<file path="src/pkg/cosdo_pkg.sv">
// Constants and types shared by the service-data server block.
package cosdo_pkg;
  localparam logic [10:0] COSDO_RX_BASE     = 11'h600;
  localparam logic [10:0] COSDO_TX_BASE     = 11'h580;
  localparam int          COSDO_LEN         = 8;
  localparam logic [7:0]  COSDO_WR_UNSPEC   = 8'h22;
  localparam logic [7:0]  COSDO_WR4         = 8'h23;
  localparam logic [7:0]  COSDO_WR2         = 8'h2b;
  localparam logic [7:0]  COSDO_WR1         = 8'h2f;
  localparam logic [7:0]  COSDO_RD          = 8'h40;
  localparam logic [7:0]  COSDO_SEG_REQ0    = 8'h60;
  localparam logic [7:0]  COSDO_SEG_REQ1    = 8'h70;
  localparam logic [7:0]  COSDO_WR_ACK      = 8'h60;
  localparam logic [7:0]  COSDO_RD_ANS4     = 8'h43;
  localparam logic [7:0]  COSDO_RD_ANS2     = 8'h4b;
  localparam logic [7:0]  COSDO_RD_ANS1     = 8'h4f;
  localparam logic [7:0]  COSDO_SEG_INIT    = 8'h41;
  localparam logic [7:0]  COSDO_SEG_LAST2   = 8'h06;
  localparam logic [7:0]  COSDO_TOGGLE_BIT  = 8'h10;
  localparam logic [7:0]  COSDO_ABORT       = 8'h80;
  localparam logic [15:0] COSDO_IDX_PARAM   = 16'h1200;
  localparam logic [15:0] COSDO_IDX_SAVE    = 16'h1010;
  localparam logic [15:0] COSDO_IDX_NV      = 16'h2000;
  localparam logic [15:0] COSDO_IDX_RW      = 16'h3ce2;
  localparam logic [15:0] COSDO_IDX_RB      = 16'h3d02;
  localparam logic [15:0] COSDO_IDX_WW      = 16'h3d22;
  localparam logic [15:0] COSDO_IDX_WB      = 16'h3d42;
  localparam logic [15:0] COSDO_IDX_RPDO    = 16'h1600;
  localparam logic [15:0] COSDO_IDX_TPDO    = 16'h1a00;
  localparam logic [15:0] COSDO_IDX_VEND_HI = 16'h5fff;
  localparam logic [7:0]  COSDO_PARAM_N     = 8'h02;
  localparam int          COSDO_MARKS       = 32;
  localparam logic [31:0] COSDO_ABT_CMD     = 32'h0504_0001;
  localparam logic [31:0] COSDO_ABT_NOOBJ   = 32'h0602_0000;
  localparam logic [31:0] COSDO_ABT_RO      = 32'h0601_0002;
  localparam logic [31:0] COSDO_ABT_SUB     = 32'h0609_0011;
  typedef enum logic [1:0] {
    COSDO_IDLE = 2'b00,
    COSDO_SEG  = 2'b01
  } cosdo_state_t;
endpackage

</file>
<file path="src/cosdo_server.sv">
// Service-data server with communication marker dictionary and PDO gate.
module cosdo_server
  import cosdo_pkg::*;
#(
  parameter logic [6:0] NODE_ID = 7'h01
)
(
  // Clock and reset
  input  wire logic        core_clk,
  input  wire logic        reset,
  // Received telegram, one cycle strobe
  input  wire logic        rx_valid,
  input  wire logic [10:0] rx_id,
  input  wire logic [63:0] rx_data,
  // Response telegram, one cycle strobe
  output logic             tx_valid,
  output logic [10:0]      tx_id,
  output logic [63:0]      tx_data,
  // Nonvolatile store request, one cycle strobe
  output logic             nv_write,
  output logic             nv_save,
  output logic [15:0]      nv_index,
  output logic [7:0]       nv_sub,
  output logic [31:0]      nv_value,
  // Network state and process data
  input  wire logic        operational,
  input  wire logic        pdo_rx_valid,
  output logic             pdo_rx_accept,
  output logic             pdo_tx_enable,
  // Received markers loaded by the process data path
  input  wire logic        rmark_we,
  input  wire logic        rmark_byte,
  input  wire logic [4:0]  rmark_sel,
  input  wire logic [15:0] rmark_value,
  // Mapping check
  input  wire logic [15:0] map_index,
  input  wire logic        map_tx,
  output logic             map_ok
);

  // Contract
  // One server reaching whole dictionary, record read-only
  // Request id 600h+node, answer 580h+node
  // Eight byte telegram: command, index, sub, data
  // Client writes 23h/2Bh/2Fh/22h, reads 40h
  // Write ack 60h; read answers 43h/4Bh/4Fh
  // Answer echoes index and sub-index
  // Up to four bytes single, longer segmented
  // Segmented read 41h, segments toggled sizes; code sends the toggle bit only, no size code
  // Transfer finishes only when server confirms
  // Client may abort with 80h
  // Only addressed node answers
  // Integers least significant byte first
  // Index 2000h up stored nonvolatile; 1010h saves
  // Process data only while operational
  // Process data carries mapped bytes only
  // Configuration never mappable; mapping attribute decides
  // Read markers to receive, write markers transmit
  // Marker layout of four 32-entry ranges
  // Unknown command or object gets abort

  logic [15:0] rw_mem [COSDO_MARKS];
  logic [7:0]  rb_mem [COSDO_MARKS];
  logic [15:0] ww_r   [COSDO_MARKS];
  logic [15:0] ww_nxt [COSDO_MARKS];
  logic [7:0]  wb_r   [COSDO_MARKS];
  logic [7:0]  wb_nxt [COSDO_MARKS];
  cosdo_state_t state_r, state_nxt;
  logic [7:0]  seg_left_r, seg_left_nxt;
  logic [7:0]  seg_pos_r, seg_pos_nxt;
  logic        seg_tog_r, seg_tog_nxt;
  logic [15:0] seg_idx_r, seg_idx_nxt;
  logic [7:0]  seg_sub_r, seg_sub_nxt;
  logic        tx_valid_nxt;
  logic [63:0] tx_data_nxt;
  logic        nv_write_nxt, nv_save_nxt;
  logic [15:0] nv_index_nxt;
  logic [7:0]  nv_sub_nxt;
  logic [31:0] nv_value_nxt;
  logic [63:0] seg_word;

  logic [7:0]  cmd;
  logic [15:0] idx;
  logic [7:0]  sub;
  logic [31:0] val;
  logic        hit;
  logic [10:0] rx_own;
  logic [10:0] tx_own;

  // Range test on a 32-entry marker block; slot gives the entry number.
  function automatic logic in_block(input logic [15:0] i,
                                    input logic [15:0] base);
    logic [15:0] d;
    d = i - base;
    return (i >= base) && (d < 16'(COSDO_MARKS));
  endfunction

  function automatic logic [4:0] slot(input logic [15:0] i,
                                      input logic [15:0] base);
    logic [15:0] d;
    d = i - base;
    return d[4:0];
  endfunction

  // Abort telegram carrying the echoed object address and a reason.
  function automatic logic [63:0] abort_t(input logic [15:0] i,
                                          input logic [7:0] s,
                                          input logic [31:0] c);
    return {c, s, i, COSDO_ABORT};
  endfunction

  assign rx_own = COSDO_RX_BASE + 11'(NODE_ID);
  assign tx_own = COSDO_TX_BASE + 11'(NODE_ID);
  assign cmd = rx_data[7:0];
  assign idx = rx_data[23:8];
  assign sub = rx_data[31:24];
  assign val = rx_data[63:32];
  assign hit = rx_valid && (rx_id == rx_own);

  always_comb
  begin
    for (int k = 0; k < COSDO_MARKS; k++)
    begin
      ww_nxt[k] = ww_r[k];
      wb_nxt[k] = wb_r[k];
    end
    state_nxt    = state_r;
    seg_left_nxt = seg_left_r;
    seg_pos_nxt  = seg_pos_r;
    seg_tog_nxt  = seg_tog_r;
    seg_idx_nxt  = seg_idx_r;
    seg_sub_nxt  = seg_sub_r;
    tx_valid_nxt = 1'b0;
    tx_data_nxt  = tx_data;
    nv_write_nxt = 1'b0;
    nv_save_nxt  = 1'b0;
    nv_index_nxt = nv_index;
    nv_sub_nxt   = nv_sub;
    nv_value_nxt = nv_value;
    seg_word     = 64'h0;
    if (hit)
    begin
      tx_valid_nxt = 1'b1;
      tx_data_nxt  = abort_t(idx, sub, COSDO_ABT_CMD);
      if (cmd == COSDO_ABORT)
      begin
        tx_valid_nxt = 1'b0;
        state_nxt    = COSDO_IDLE;
      end
      else if (cmd == COSDO_WR4 || cmd == COSDO_WR2 ||
               cmd == COSDO_WR1 || cmd == COSDO_WR_UNSPEC)
      begin
        state_nxt   = COSDO_IDLE;
        tx_data_nxt = abort_t(idx, sub, COSDO_ABT_NOOBJ);
        if (in_block(idx, COSDO_IDX_WW))
        begin
          ww_nxt[slot(idx, COSDO_IDX_WW)] = val[15:0];
          tx_data_nxt = {32'h0, sub, idx, COSDO_WR_ACK};
        end
        else if (in_block(idx, COSDO_IDX_WB))
        begin
          wb_nxt[slot(idx, COSDO_IDX_WB)] = val[7:0];
          tx_data_nxt = {32'h0, sub, idx, COSDO_WR_ACK};
        end
        else if (in_block(idx, COSDO_IDX_RW) ||
                 in_block(idx, COSDO_IDX_RB) || idx == COSDO_IDX_PARAM)
          tx_data_nxt = abort_t(idx, sub, COSDO_ABT_RO);
        else if (idx == COSDO_IDX_SAVE || idx >= COSDO_IDX_NV)
        begin
          // Other objects live outside; they are passed on with the ack.
          tx_data_nxt  = {32'h0, sub, idx, COSDO_WR_ACK};
          nv_save_nxt  = (idx == COSDO_IDX_SAVE);
        end
        if (tx_data_nxt[7:0] == COSDO_WR_ACK && idx >= COSDO_IDX_NV)
          nv_write_nxt = 1'b1;
        nv_index_nxt = idx;
        nv_sub_nxt   = sub;
        nv_value_nxt = val;
      end
      else if (cmd == COSDO_RD)
      begin
        state_nxt   = COSDO_IDLE;
        tx_data_nxt = abort_t(idx, sub, COSDO_ABT_NOOBJ);
        if (in_block(idx, COSDO_IDX_RW))
          tx_data_nxt = {16'h0, rw_mem[slot(idx, COSDO_IDX_RW)], sub, idx,
                         COSDO_RD_ANS2};
        else if (in_block(idx, COSDO_IDX_RB))
          tx_data_nxt = {24'h0, rb_mem[slot(idx, COSDO_IDX_RB)], sub, idx,
                         COSDO_RD_ANS1};
        else if (in_block(idx, COSDO_IDX_WW))
          tx_data_nxt = {16'h0, ww_r[slot(idx, COSDO_IDX_WW)], sub, idx,
                         COSDO_RD_ANS2};
        else if (in_block(idx, COSDO_IDX_WB))
          tx_data_nxt = {24'h0, wb_r[slot(idx, COSDO_IDX_WB)], sub, idx,
                         COSDO_RD_ANS1};
        else if (idx == COSDO_IDX_PARAM)
        begin
          if (sub == 8'h00)
            tx_data_nxt = {24'h0, COSDO_PARAM_N, sub, idx, COSDO_RD_ANS1};
          else if (sub == 8'h01)
            tx_data_nxt = {21'h0, rx_own, sub, idx, COSDO_RD_ANS4};
          else if (sub == 8'h02)
            tx_data_nxt = {21'h0, tx_own, sub, idx, COSDO_RD_ANS4};
          else
            tx_data_nxt = abort_t(idx, sub, COSDO_ABT_SUB);
        end
        else if (idx == COSDO_IDX_SAVE && sub == 8'h00)
        begin
          // The save record is read in segments to exercise that path.
          tx_data_nxt  = {32'h8, sub, idx, COSDO_SEG_INIT};
          state_nxt    = COSDO_SEG;
          seg_left_nxt = 8'h08;
          seg_pos_nxt  = 8'h00;
          seg_tog_nxt  = 1'b0;
          seg_idx_nxt  = idx;
          seg_sub_nxt  = sub;
        end
      end
      else if ((cmd == COSDO_SEG_REQ0 || cmd == COSDO_SEG_REQ1) &&
               state_r == COSDO_SEG &&
               cmd[4] == seg_tog_r)
      begin
        // Eight byte payload, index and sub-index twice, zero padded.
        // Every segment carries four bytes; the command byte holds only the toggle bit, no size code.
        seg_word    = {16'h0, seg_sub_r, seg_idx_r, seg_sub_r, seg_idx_r};
        tx_data_nxt = {24'h0, 32'(seg_word >> {seg_pos_r, 3'b000}),
                       (seg_tog_r ? COSDO_TOGGLE_BIT : 8'h00)};
        if (seg_left_r <= 8'h04)
          state_nxt = COSDO_IDLE;
        seg_left_nxt = seg_left_r - 8'h04;
        seg_pos_nxt  = seg_pos_r + 8'h04;
        seg_tog_nxt  = ~seg_tog_r;
      end
    end
  end

  always_ff @(posedge core_clk or posedge reset)
  begin
    if (reset)
    begin
      for (int k = 0; k < COSDO_MARKS; k++)
      begin
        ww_r[k] <= 16'h0000;
        wb_r[k] <= 8'h00;
        rw_mem[k] <= 16'h0000;
        rb_mem[k] <= 8'h00;
      end
      state_r    <= COSDO_IDLE;
      seg_left_r <= 8'h00;
      seg_pos_r  <= 8'h00;
      seg_tog_r  <= 1'b0;
      seg_idx_r  <= 16'h0000;
      seg_sub_r  <= 8'h00;
      tx_valid   <= 1'b0;
      tx_id      <= 11'h000;
      tx_data    <= 64'h0;
      nv_write   <= 1'b0;
      nv_save    <= 1'b0;
      nv_index   <= 16'h0000;
      nv_sub     <= 8'h00;
      nv_value   <= 32'h0;
      pdo_rx_accept <= 1'b0;
      pdo_tx_enable <= 1'b0;
      map_ok     <= 1'b0;
    end
    else
    begin
      for (int k = 0; k < COSDO_MARKS; k++)
      begin
        ww_r[k] <= ww_nxt[k];
        wb_r[k] <= wb_nxt[k];
      end
      if (rmark_we && operational && !rmark_byte)
        rw_mem[rmark_sel] <= rmark_value;
      if (rmark_we && operational && rmark_byte)
        rb_mem[rmark_sel] <= rmark_value[7:0];
      state_r    <= state_nxt;
      seg_left_r <= seg_left_nxt;
      seg_pos_r  <= seg_pos_nxt;
      seg_tog_r  <= seg_tog_nxt;
      seg_idx_r  <= seg_idx_nxt;
      seg_sub_r  <= seg_sub_nxt;
      tx_valid   <= tx_valid_nxt;
      tx_id      <= tx_own;
      tx_data    <= tx_data_nxt;
      nv_write   <= nv_write_nxt;
      nv_save    <= nv_save_nxt;
      nv_index   <= nv_index_nxt;
      nv_sub     <= nv_sub_nxt;
      nv_value   <= nv_value_nxt;
      pdo_rx_accept <= pdo_rx_valid && operational;
      pdo_tx_enable <= operational;
      // Only marker blocks in the vendor range may be mapped.
      map_ok <= map_tx ? in_block(map_index, COSDO_IDX_WW) ||
                         in_block(map_index, COSDO_IDX_WB)
                       : in_block(map_index, COSDO_IDX_RW) ||
                         in_block(map_index, COSDO_IDX_RB);
    end
  end

endmodule

</file>
<file path="config.mk">
export PLATFORM = sky130hd
export DESIGN_NAME = cosdo_server
export DESIGN_NICKNAME = d
export VERILOG_FILES = /design/src/pkg/cosdo_pkg.sv /design/src/cosdo_server.sv
export SDC_FILE = /design/constraint.sdc
export NUM_CORES = 2
export LEC_CHECK = 0
export ABC_AREA = 1
export CAP_MARGIN = 25
export CORE_MARGIN = 3
export CORE_UTILIZATION = 35
export DETAILED_ROUTE_END_ITERATION = 6
export DONT_BUFFER_PORTS = 1
export GPL_TIMING_DRIVEN = 0
export PLACE_DENSITY_LB_ADDON = 0.15
export REMOVE_ABC_BUFFERS = 1
export SLEW_MARGIN = 5
export SYNTH_ARGS = -nofsm -noshare
export SYNTH_HDL_FRONTEND = slang
export SYNTH_SLANG_ARGS = --single-unit
export TNS_END_PERCENT = 30
</file>
<file path="constraint.sdc">
create_clock -name core_clk -period 95.1 [get_ports core_clk]
set_input_delay 4.755 -clock core_clk [delete_from_list [all_inputs] [get_ports core_clk]]
set_output_delay 4.755 -clock core_clk [all_outputs]
set_load 0.01 [all_outputs]
</file>
# After elaboration in Yosys (flattened, before gate mapping)
# Index checks and enable logic that the tools add are counted.
[word_totals] out_inout_bits=137 register_bits=1706
[classes] reduce_logical=40 addsub=10 n_eq_ne=22 mux=94 n_lt_le_gt_ge=26 n_shift=1 bitwise=13
[ops] cell="$bwmux W512" n=2
[ops] cell="$mux W64" n=11
[ops] cell="$mux W59" n=9
[ops] cell="$bwmux W256" n=2
[ops] cell="$mux W8" n=22
[ops] cell="$bmux W16 S5" n=2
[ops] cell="$demux W16 S5" n=2
[ops] cell="$ge A16 B14 Y1 const B" n=9
[ops] cell="$lt A16 B6 Y1 const B" n=8
[ops] cell="$sub A16 B14 Y16 const B" n=8
[ops] cell="$mux W16" n=6
[ops] cell="$bmux W8 S5" n=2
[ops] cell="$demux W8 S5" n=2
[ops] cell="$shr A48 B11 Y32" n=1
[ops] cell="$eq A16 B13 Y1 const B" n=2
[ops] cell="$eq A8 B6 Y1 const B" n=4
[ops] cell="$eq A8 B7 Y1 const B" n=4
[ops] cell="$ge A6 B6 Y1 const B" n=5
[ops] cell="$not A5 Y6" n=5
[ops] cell="$mux W1" n=28
[ops] cell="$logic_and A1 B1 Y1" n=20
[ops] cell="$reduce_and A10 Y1" n=2
[ops] cell="$lt A6 B1 Y1 const B" n=3
[ops] cell="$eq A11 B11 Y1 const B" n=1
[ops] cell="21 further kinds" n=46

# Depth between registers and ports, before layout
[depth] word_depth=17 ltp_mapped=23 mapped_depth_nobuf=22

# Worst setup path after synthesis
# No wires, ideal clock.
[synth_path] path_kind="input to register" from="in rx_data[9]" to="reg tx_data[33]" setup_ps=117 path_buffers=3 cell_stages=16 path_slack_ps=88196 t_required_ps=94983 arrival_time_ps=6788 cell_sequence="inv_2 -> buf_2 -> ha_1 -> clkbuf_1 -> nand3_2 -> inv_2 -> clkbuf_1 -> o21ai_0 -> nand4_1 -> nor2_1 -> o21ai_0 -> inv_1 -> nand2_1 -> nand2_1 -> nand2_1 -> nand2_1"
[synth_via] elab_chain_len=13
[synth_lines] item="from (decl)" line_no="cosdo_server.sv:14" text="input wire logic [63:0] rx_data,"
[synth_lines] item="$sub A16 B14 Y16" line_no="cosdo_server.sv:101" text="d = i - base;"
[synth_lines] item="$lt A16 B6 Y1" line_no="cosdo_server.sv:95" text="return (i >= base) && (d < 16'(COSDO_MARKS));"
[synth_lines] item="$logic_and A1 B1 Y1" line_no="cosdo_server.sv:95"
[synth_lines] item="$logic_or A1 B1 Y1" line_no="cosdo_server.sv:165" text="else if (in_block(idx, COSDO_IDX_RW) ||"
[synth_lines] item="$logic_or A1 B1 Y1" line_no="cosdo_server.sv:166" text="in_block(idx, COSDO_IDX_RB) || idx == COSDO_IDX_PARAM)"
[synth_lines] item="$mux W59" line_no="cosdo_server.sv:165"
[synth_lines] item="$mux W59" line_no="cosdo_server.sv:160" text="else if (in_block(idx, COSDO_IDX_WB))"
[synth_lines] item="$mux W59" line_no="cosdo_server.sv:155" text="if (in_block(idx, COSDO_IDX_WW))"
[synth_lines] item="$mux W64" line_no="cosdo_server.sv:150" text="else if (cmd == COSDO_WR4 || cmd == COSDO_WR2 ||"
[synth_lines] item="$mux W64" line_no="cosdo_server.sv:145" text="if (cmd == COSDO_ABORT)"
[synth_lines] item="$mux W64" line_no="cosdo_server.sv:141" text="if (hit)"
[synth_lines] item="$mux W64 *" line_no="cosdo_server.sv:150"
[synth_lines] item="$mux W64 *" line_no="cosdo_server.sv:145"
[synth_lines] item="to (signal assigned)" line_no="cosdo_server.sv:285" text="tx_data <= tx_data_nxt;"
[synth_lines] item="to (decl)" line_no="cosdo_server.sv:18" text="output logic [63:0] tx_data,"
# Mark *: on every way between the ends. The rest lies on a longest branch, timed or not. The select of a mux whose other input is x is not followed.
# A chain may end at the register's enable or synchronous reset.

# Final worst setup path
[layout_path] from="in rx_id[9]" to="reg ww_r[492] (netlist bit)"
[layout_via] elab_chain_len=3
[layout_lines] item="from (decl)" line_no="cosdo_server.sv:13" text="input wire logic [10:0] rx_id,"
[layout_lines] item="$eq A11 B11 Y1" line_no="cosdo_server.sv:118" text="assign hit = rx_valid && (rx_id == rx_own);"
[layout_lines] item="$logic_and A1 B1 Y1" line_no="cosdo_server.sv:118"
[layout_lines] item="$reduce_and A4 Y1 (no line)"
[layout_lines] item="to (signal, indexed assignment)" line_no="cosdo_server.sv:270" text="ww_r[k] <= ww_nxt[k];"
[layout_lines] item="to (decl)" line_no="cosdo_server.sv:64" text="logic [15:0] ww_r [COSDO_MARKS];"
# No other way between the ends.

==> flow_summary_export.csv <==
group,metric,value,unit
die,fp.coreArea,210000,um2
placed_design,last_weighted_congestion_value_of_the_routability_driven_placer,0.846,
drt,post_drt_wl_per_cell,23.0,um
synthesis,ys.flop_type,"dfrtp_1",
die,starting_utilization_of_the_core_area,35.3,%
synthesis,yosys.area_share.xor_xnor,0.140,%
outcome,run_status,"finished clean",
worst_setup_path,cpMaxStageDelayCell,"nand2_1",
power,clock_power_share,46.1,%
placed_design,dp_hpwl,160,mm
die,die_y,466,um
layout,post_route_cells_drive_above_1_share,7.80,%
timing,hold_violations,0,
layout,finish.cell_count_without_fillers,11000,
clocking,postCtsResizedCells,0,
worst_setup_path,worst_ep_required_time,95.80,ns
timing,hold_ws,0.455,ns
job,max_cap_viol_count,0,
power,combinationalPowerShare,8.2,%
min_path,worstHoldPathType,"reg -> reg",
clocking,path_clk_slew,0.06,ns
layout,final_util,40.1,%
timing,grt_setup_unrepaired,"false",
layout,layout.cells.most_common_list,"nand2_1 (2104), dfrtp_1 (1690), o21ai_0 (1247)",
timing,final-max-slew-violation-count,0,
worst_setup_path,cp.arrival,9.65,ns
worst_setup_path,critical_path_buf_inv_count,6,
power,power_density,19.8,nW/um2
power,total_leakage_power,38.5,nW
timing,worst_clock_skew,0.0210,ns
clocking,cts_max_level,4,
worst_setup_path,critical_path.cell_chain,"inv_1, nor2_1, inv_1, nor3_1, nand2_1, nor2_1, inv_2, nor2_2, clkinv_4, buf_16, nor2_8, nand2_1, buf_8, nand2_1, o21ai_0",
grt,largest_net_degree_at_the_start_of_global_routing,123,
synthesis,synthesis.area_per_instance,8.79,um2
clocking,clk_latency,0.85,ns
die,horizontal_die_dimension,466,um
drt,drt_iter0_markers,6006,
drt,drc,0,
worst_setup_path,cp-end-kind,"register",
placed_design,io_buffer_count,0,
drt,first_pass_iters,5,
timing,worst_pin_slew,1.01,ns
worst_setup_path,max_stage_delay,0.72,ns
grt,first_global_vias,57700,
layout,area_growth,13.7,%
power,power.share.switching,25.7,%
grt,grt_overflow,0,
layout,finalNetCount,8199,
worst_setup_path,timing.critical_path.max_delay_family,"simple AND/OR/NAND/NOR gates",
grt,antenna_found_initial,3,
timing,slew_headroom,32.3,%
layout,num_antenna_cells,0,
clocking,cts-root-to-sink-buffers,3,
synthesis,yosys_warnings,0,
die,dieArea,217000,um2
drt,drt_wl_total,253,mm
clocking,cts_tree,"done",
layout,layout.cells.most_common,"nand2_1",
timing,layout_worst_path_cycle_share,9.41,%
clocking,cts.repair_timing.setup_buffer_count,0,
synthesis,synth_edf_count,0,
synthesis,flip_flop_and_latch_count_after_synthesis,1690,
power,p_switching,0.427,mW
synthesis,synth_cells,8428,
power,seqPwrFrac,45.7,%
grt,global_route_wire_length_before_repair,383,mm
synthesis,muxShareOfSynthArea,0,%
grt,global_route.usage.total,23.0,%
power,cell_internal_pwr,1.24,mW
clocking,cts_num_sinks,1690,
drt,vias,60300,
drt,antenna_nets_post_route,0,
synthesis,synthArstFlopShare,100,%
worst_setup_path,worst_path_most_repeated_cell,"nand2_1",
timing,finalSetupViolCount,0,
synthesis,synth_top_family_by_area,"compound AO/OA/AOI/OAI gates",
worst_setup_path,worst-setup-path-type,"in -> reg",
layout,fill_cells,20900,
synthesis,synth_cell_types,56,
worst_setup_path,critPathLaunchType,"primary input",
timing,setup_total_negative_slack,0,ns
placed_design,post-place-cells,10700,
synthesis,syn-cell-area,74100,um2
clocking,cell_at_the_root_of_the_clock_tree,"clkbuf_16",
synthesis,synth_adder_area_share,0.0845,%
clocking,cts_made_buffers,193,
synthesis,post_synthesis_compound_gate_area_fraction,20.6,%
synthesis,synth_simple_gate_area_share,16.5,%
clocking,holdBufCountCts,0,
die,pin_count,257,
timing,timing.final.crit_period,8.95,ns
power,power.total,1.66,mW
drt,via_density_per_instance,5.46,
timing,timing.fmax,112,MHz
worst_setup_path,cp_max_fo,53,
die,row_count,168,
synthesis,yosysSeqAreaShare,57.1,%
power,vdd.ir_drop.worst,0.0190,mV
## synth_stat cells (49+ instances only)
cell type | count | area share, %
buf_2 | 216 | 1.5
o22ai_1 | 683 | 5.8
a21oi_1 | 60 | 0.41
nand2_1 | 2127 | 11
nand3_1 | 134 | 0.91
nand4_1 | 98 | 0.83
o21ai_0 | 1247 | 8.4
clkbuf_1 | 383 | 1.9
inv_1 | 209 | 1.1
o21ai_1 | 725 | 4.9
dfrtp_1 | 1690 | 57
nor2_1 | 435 | 2.2
o31ai_1 | 49 | 0.50
## cell type report
class | count | area (um2) | share of cell area (%)
clock buffers | 281 | 5720 | 6.79
clock inverters | 70 | 847 | 1.01
inverters | 244 | 958 | 1.14
multi-input cells | 5818 | 27900 | 33.1
flip-flops and latches | 1690 | 42300 | 50.2
well taps | 2805 | 3510 | 4.17
repair buffers | 127 | 3070 | 3.64
## kinds of logic after synthesis
family,count (synthesis)
DFF,1690
AOI/OAI and AO/OA,2822
xor gates and xnor gates,11
adders and majority gates,5
other,2
buffers and inverters,935
and+or+nand+nor,2963
## worst register-to-register path: cells and delay by family (launching register included)
family,cells,cell delay [ns]
and+or+nand+nor,8,1.29
AOI/OAI and AO/OA,4,1.15
DFF,1,0.35
## through the flow
step                      cell area [um2]  setup slack (ns)
after floorplan                     70900             42.65
after global placement              74400             22.92
after detailed placement            77600             85.27
after CTS                           84100             86.12
after global routing                84200             85.66
final                               84200             86.15
## flip-flops by register name (all words and copies together) (netlist names), 6 cells and up
name        count
nv_value       32
tx_data        53
seg_pos_r       6
ww_r          512
nv_sub          8
rb_mem        256
rw_mem        512
nv_index       16
wb_r          256
seg_sub_r       8
seg_left_r      6
seg_idx_r      16
## layer usage
metal  track usage, %  routed length, um  part of all wire, %
met2             36.5             117000                   46
met1             32.9             116000                   46
met3             3.23              13900                  5.5
met5                0                  0                    0
met4             6.00               6200                  2.4
## final timing paths
check | from | cells after the start | end | slack, ns
min in group asynchronous | reset | 1 | tx_id[0] | 3.93
worst max register to register | ww_r[358] | 12 | tx_data[38] | 92.24
max in group asynchronous | reset | 5 | rb_mem[77] | 88.41
worst max-delay path | rx_id[9] | 15 | ww_r[492] | 86.15
worst min register to register | seg_idx_r[4] | 2 | seg_idx_r[4] | 0.45
worst min-delay path | seg_idx_r[4] | 2 | seg_idx_r[4] | 0.45
## power groups by stage
stage               Clock (mW)  Combinational, mW  Sequential [mW]
floorplan                    0             0.0882            0.773
global placement             0              0.146            0.776
detailed placement           0              0.137            0.773
CTS                      0.785              0.137            0.760
global route             0.814              0.152            0.763
finish                   0.767              0.137            0.760
Note: power is estimated with default switching activity, not from simulation.
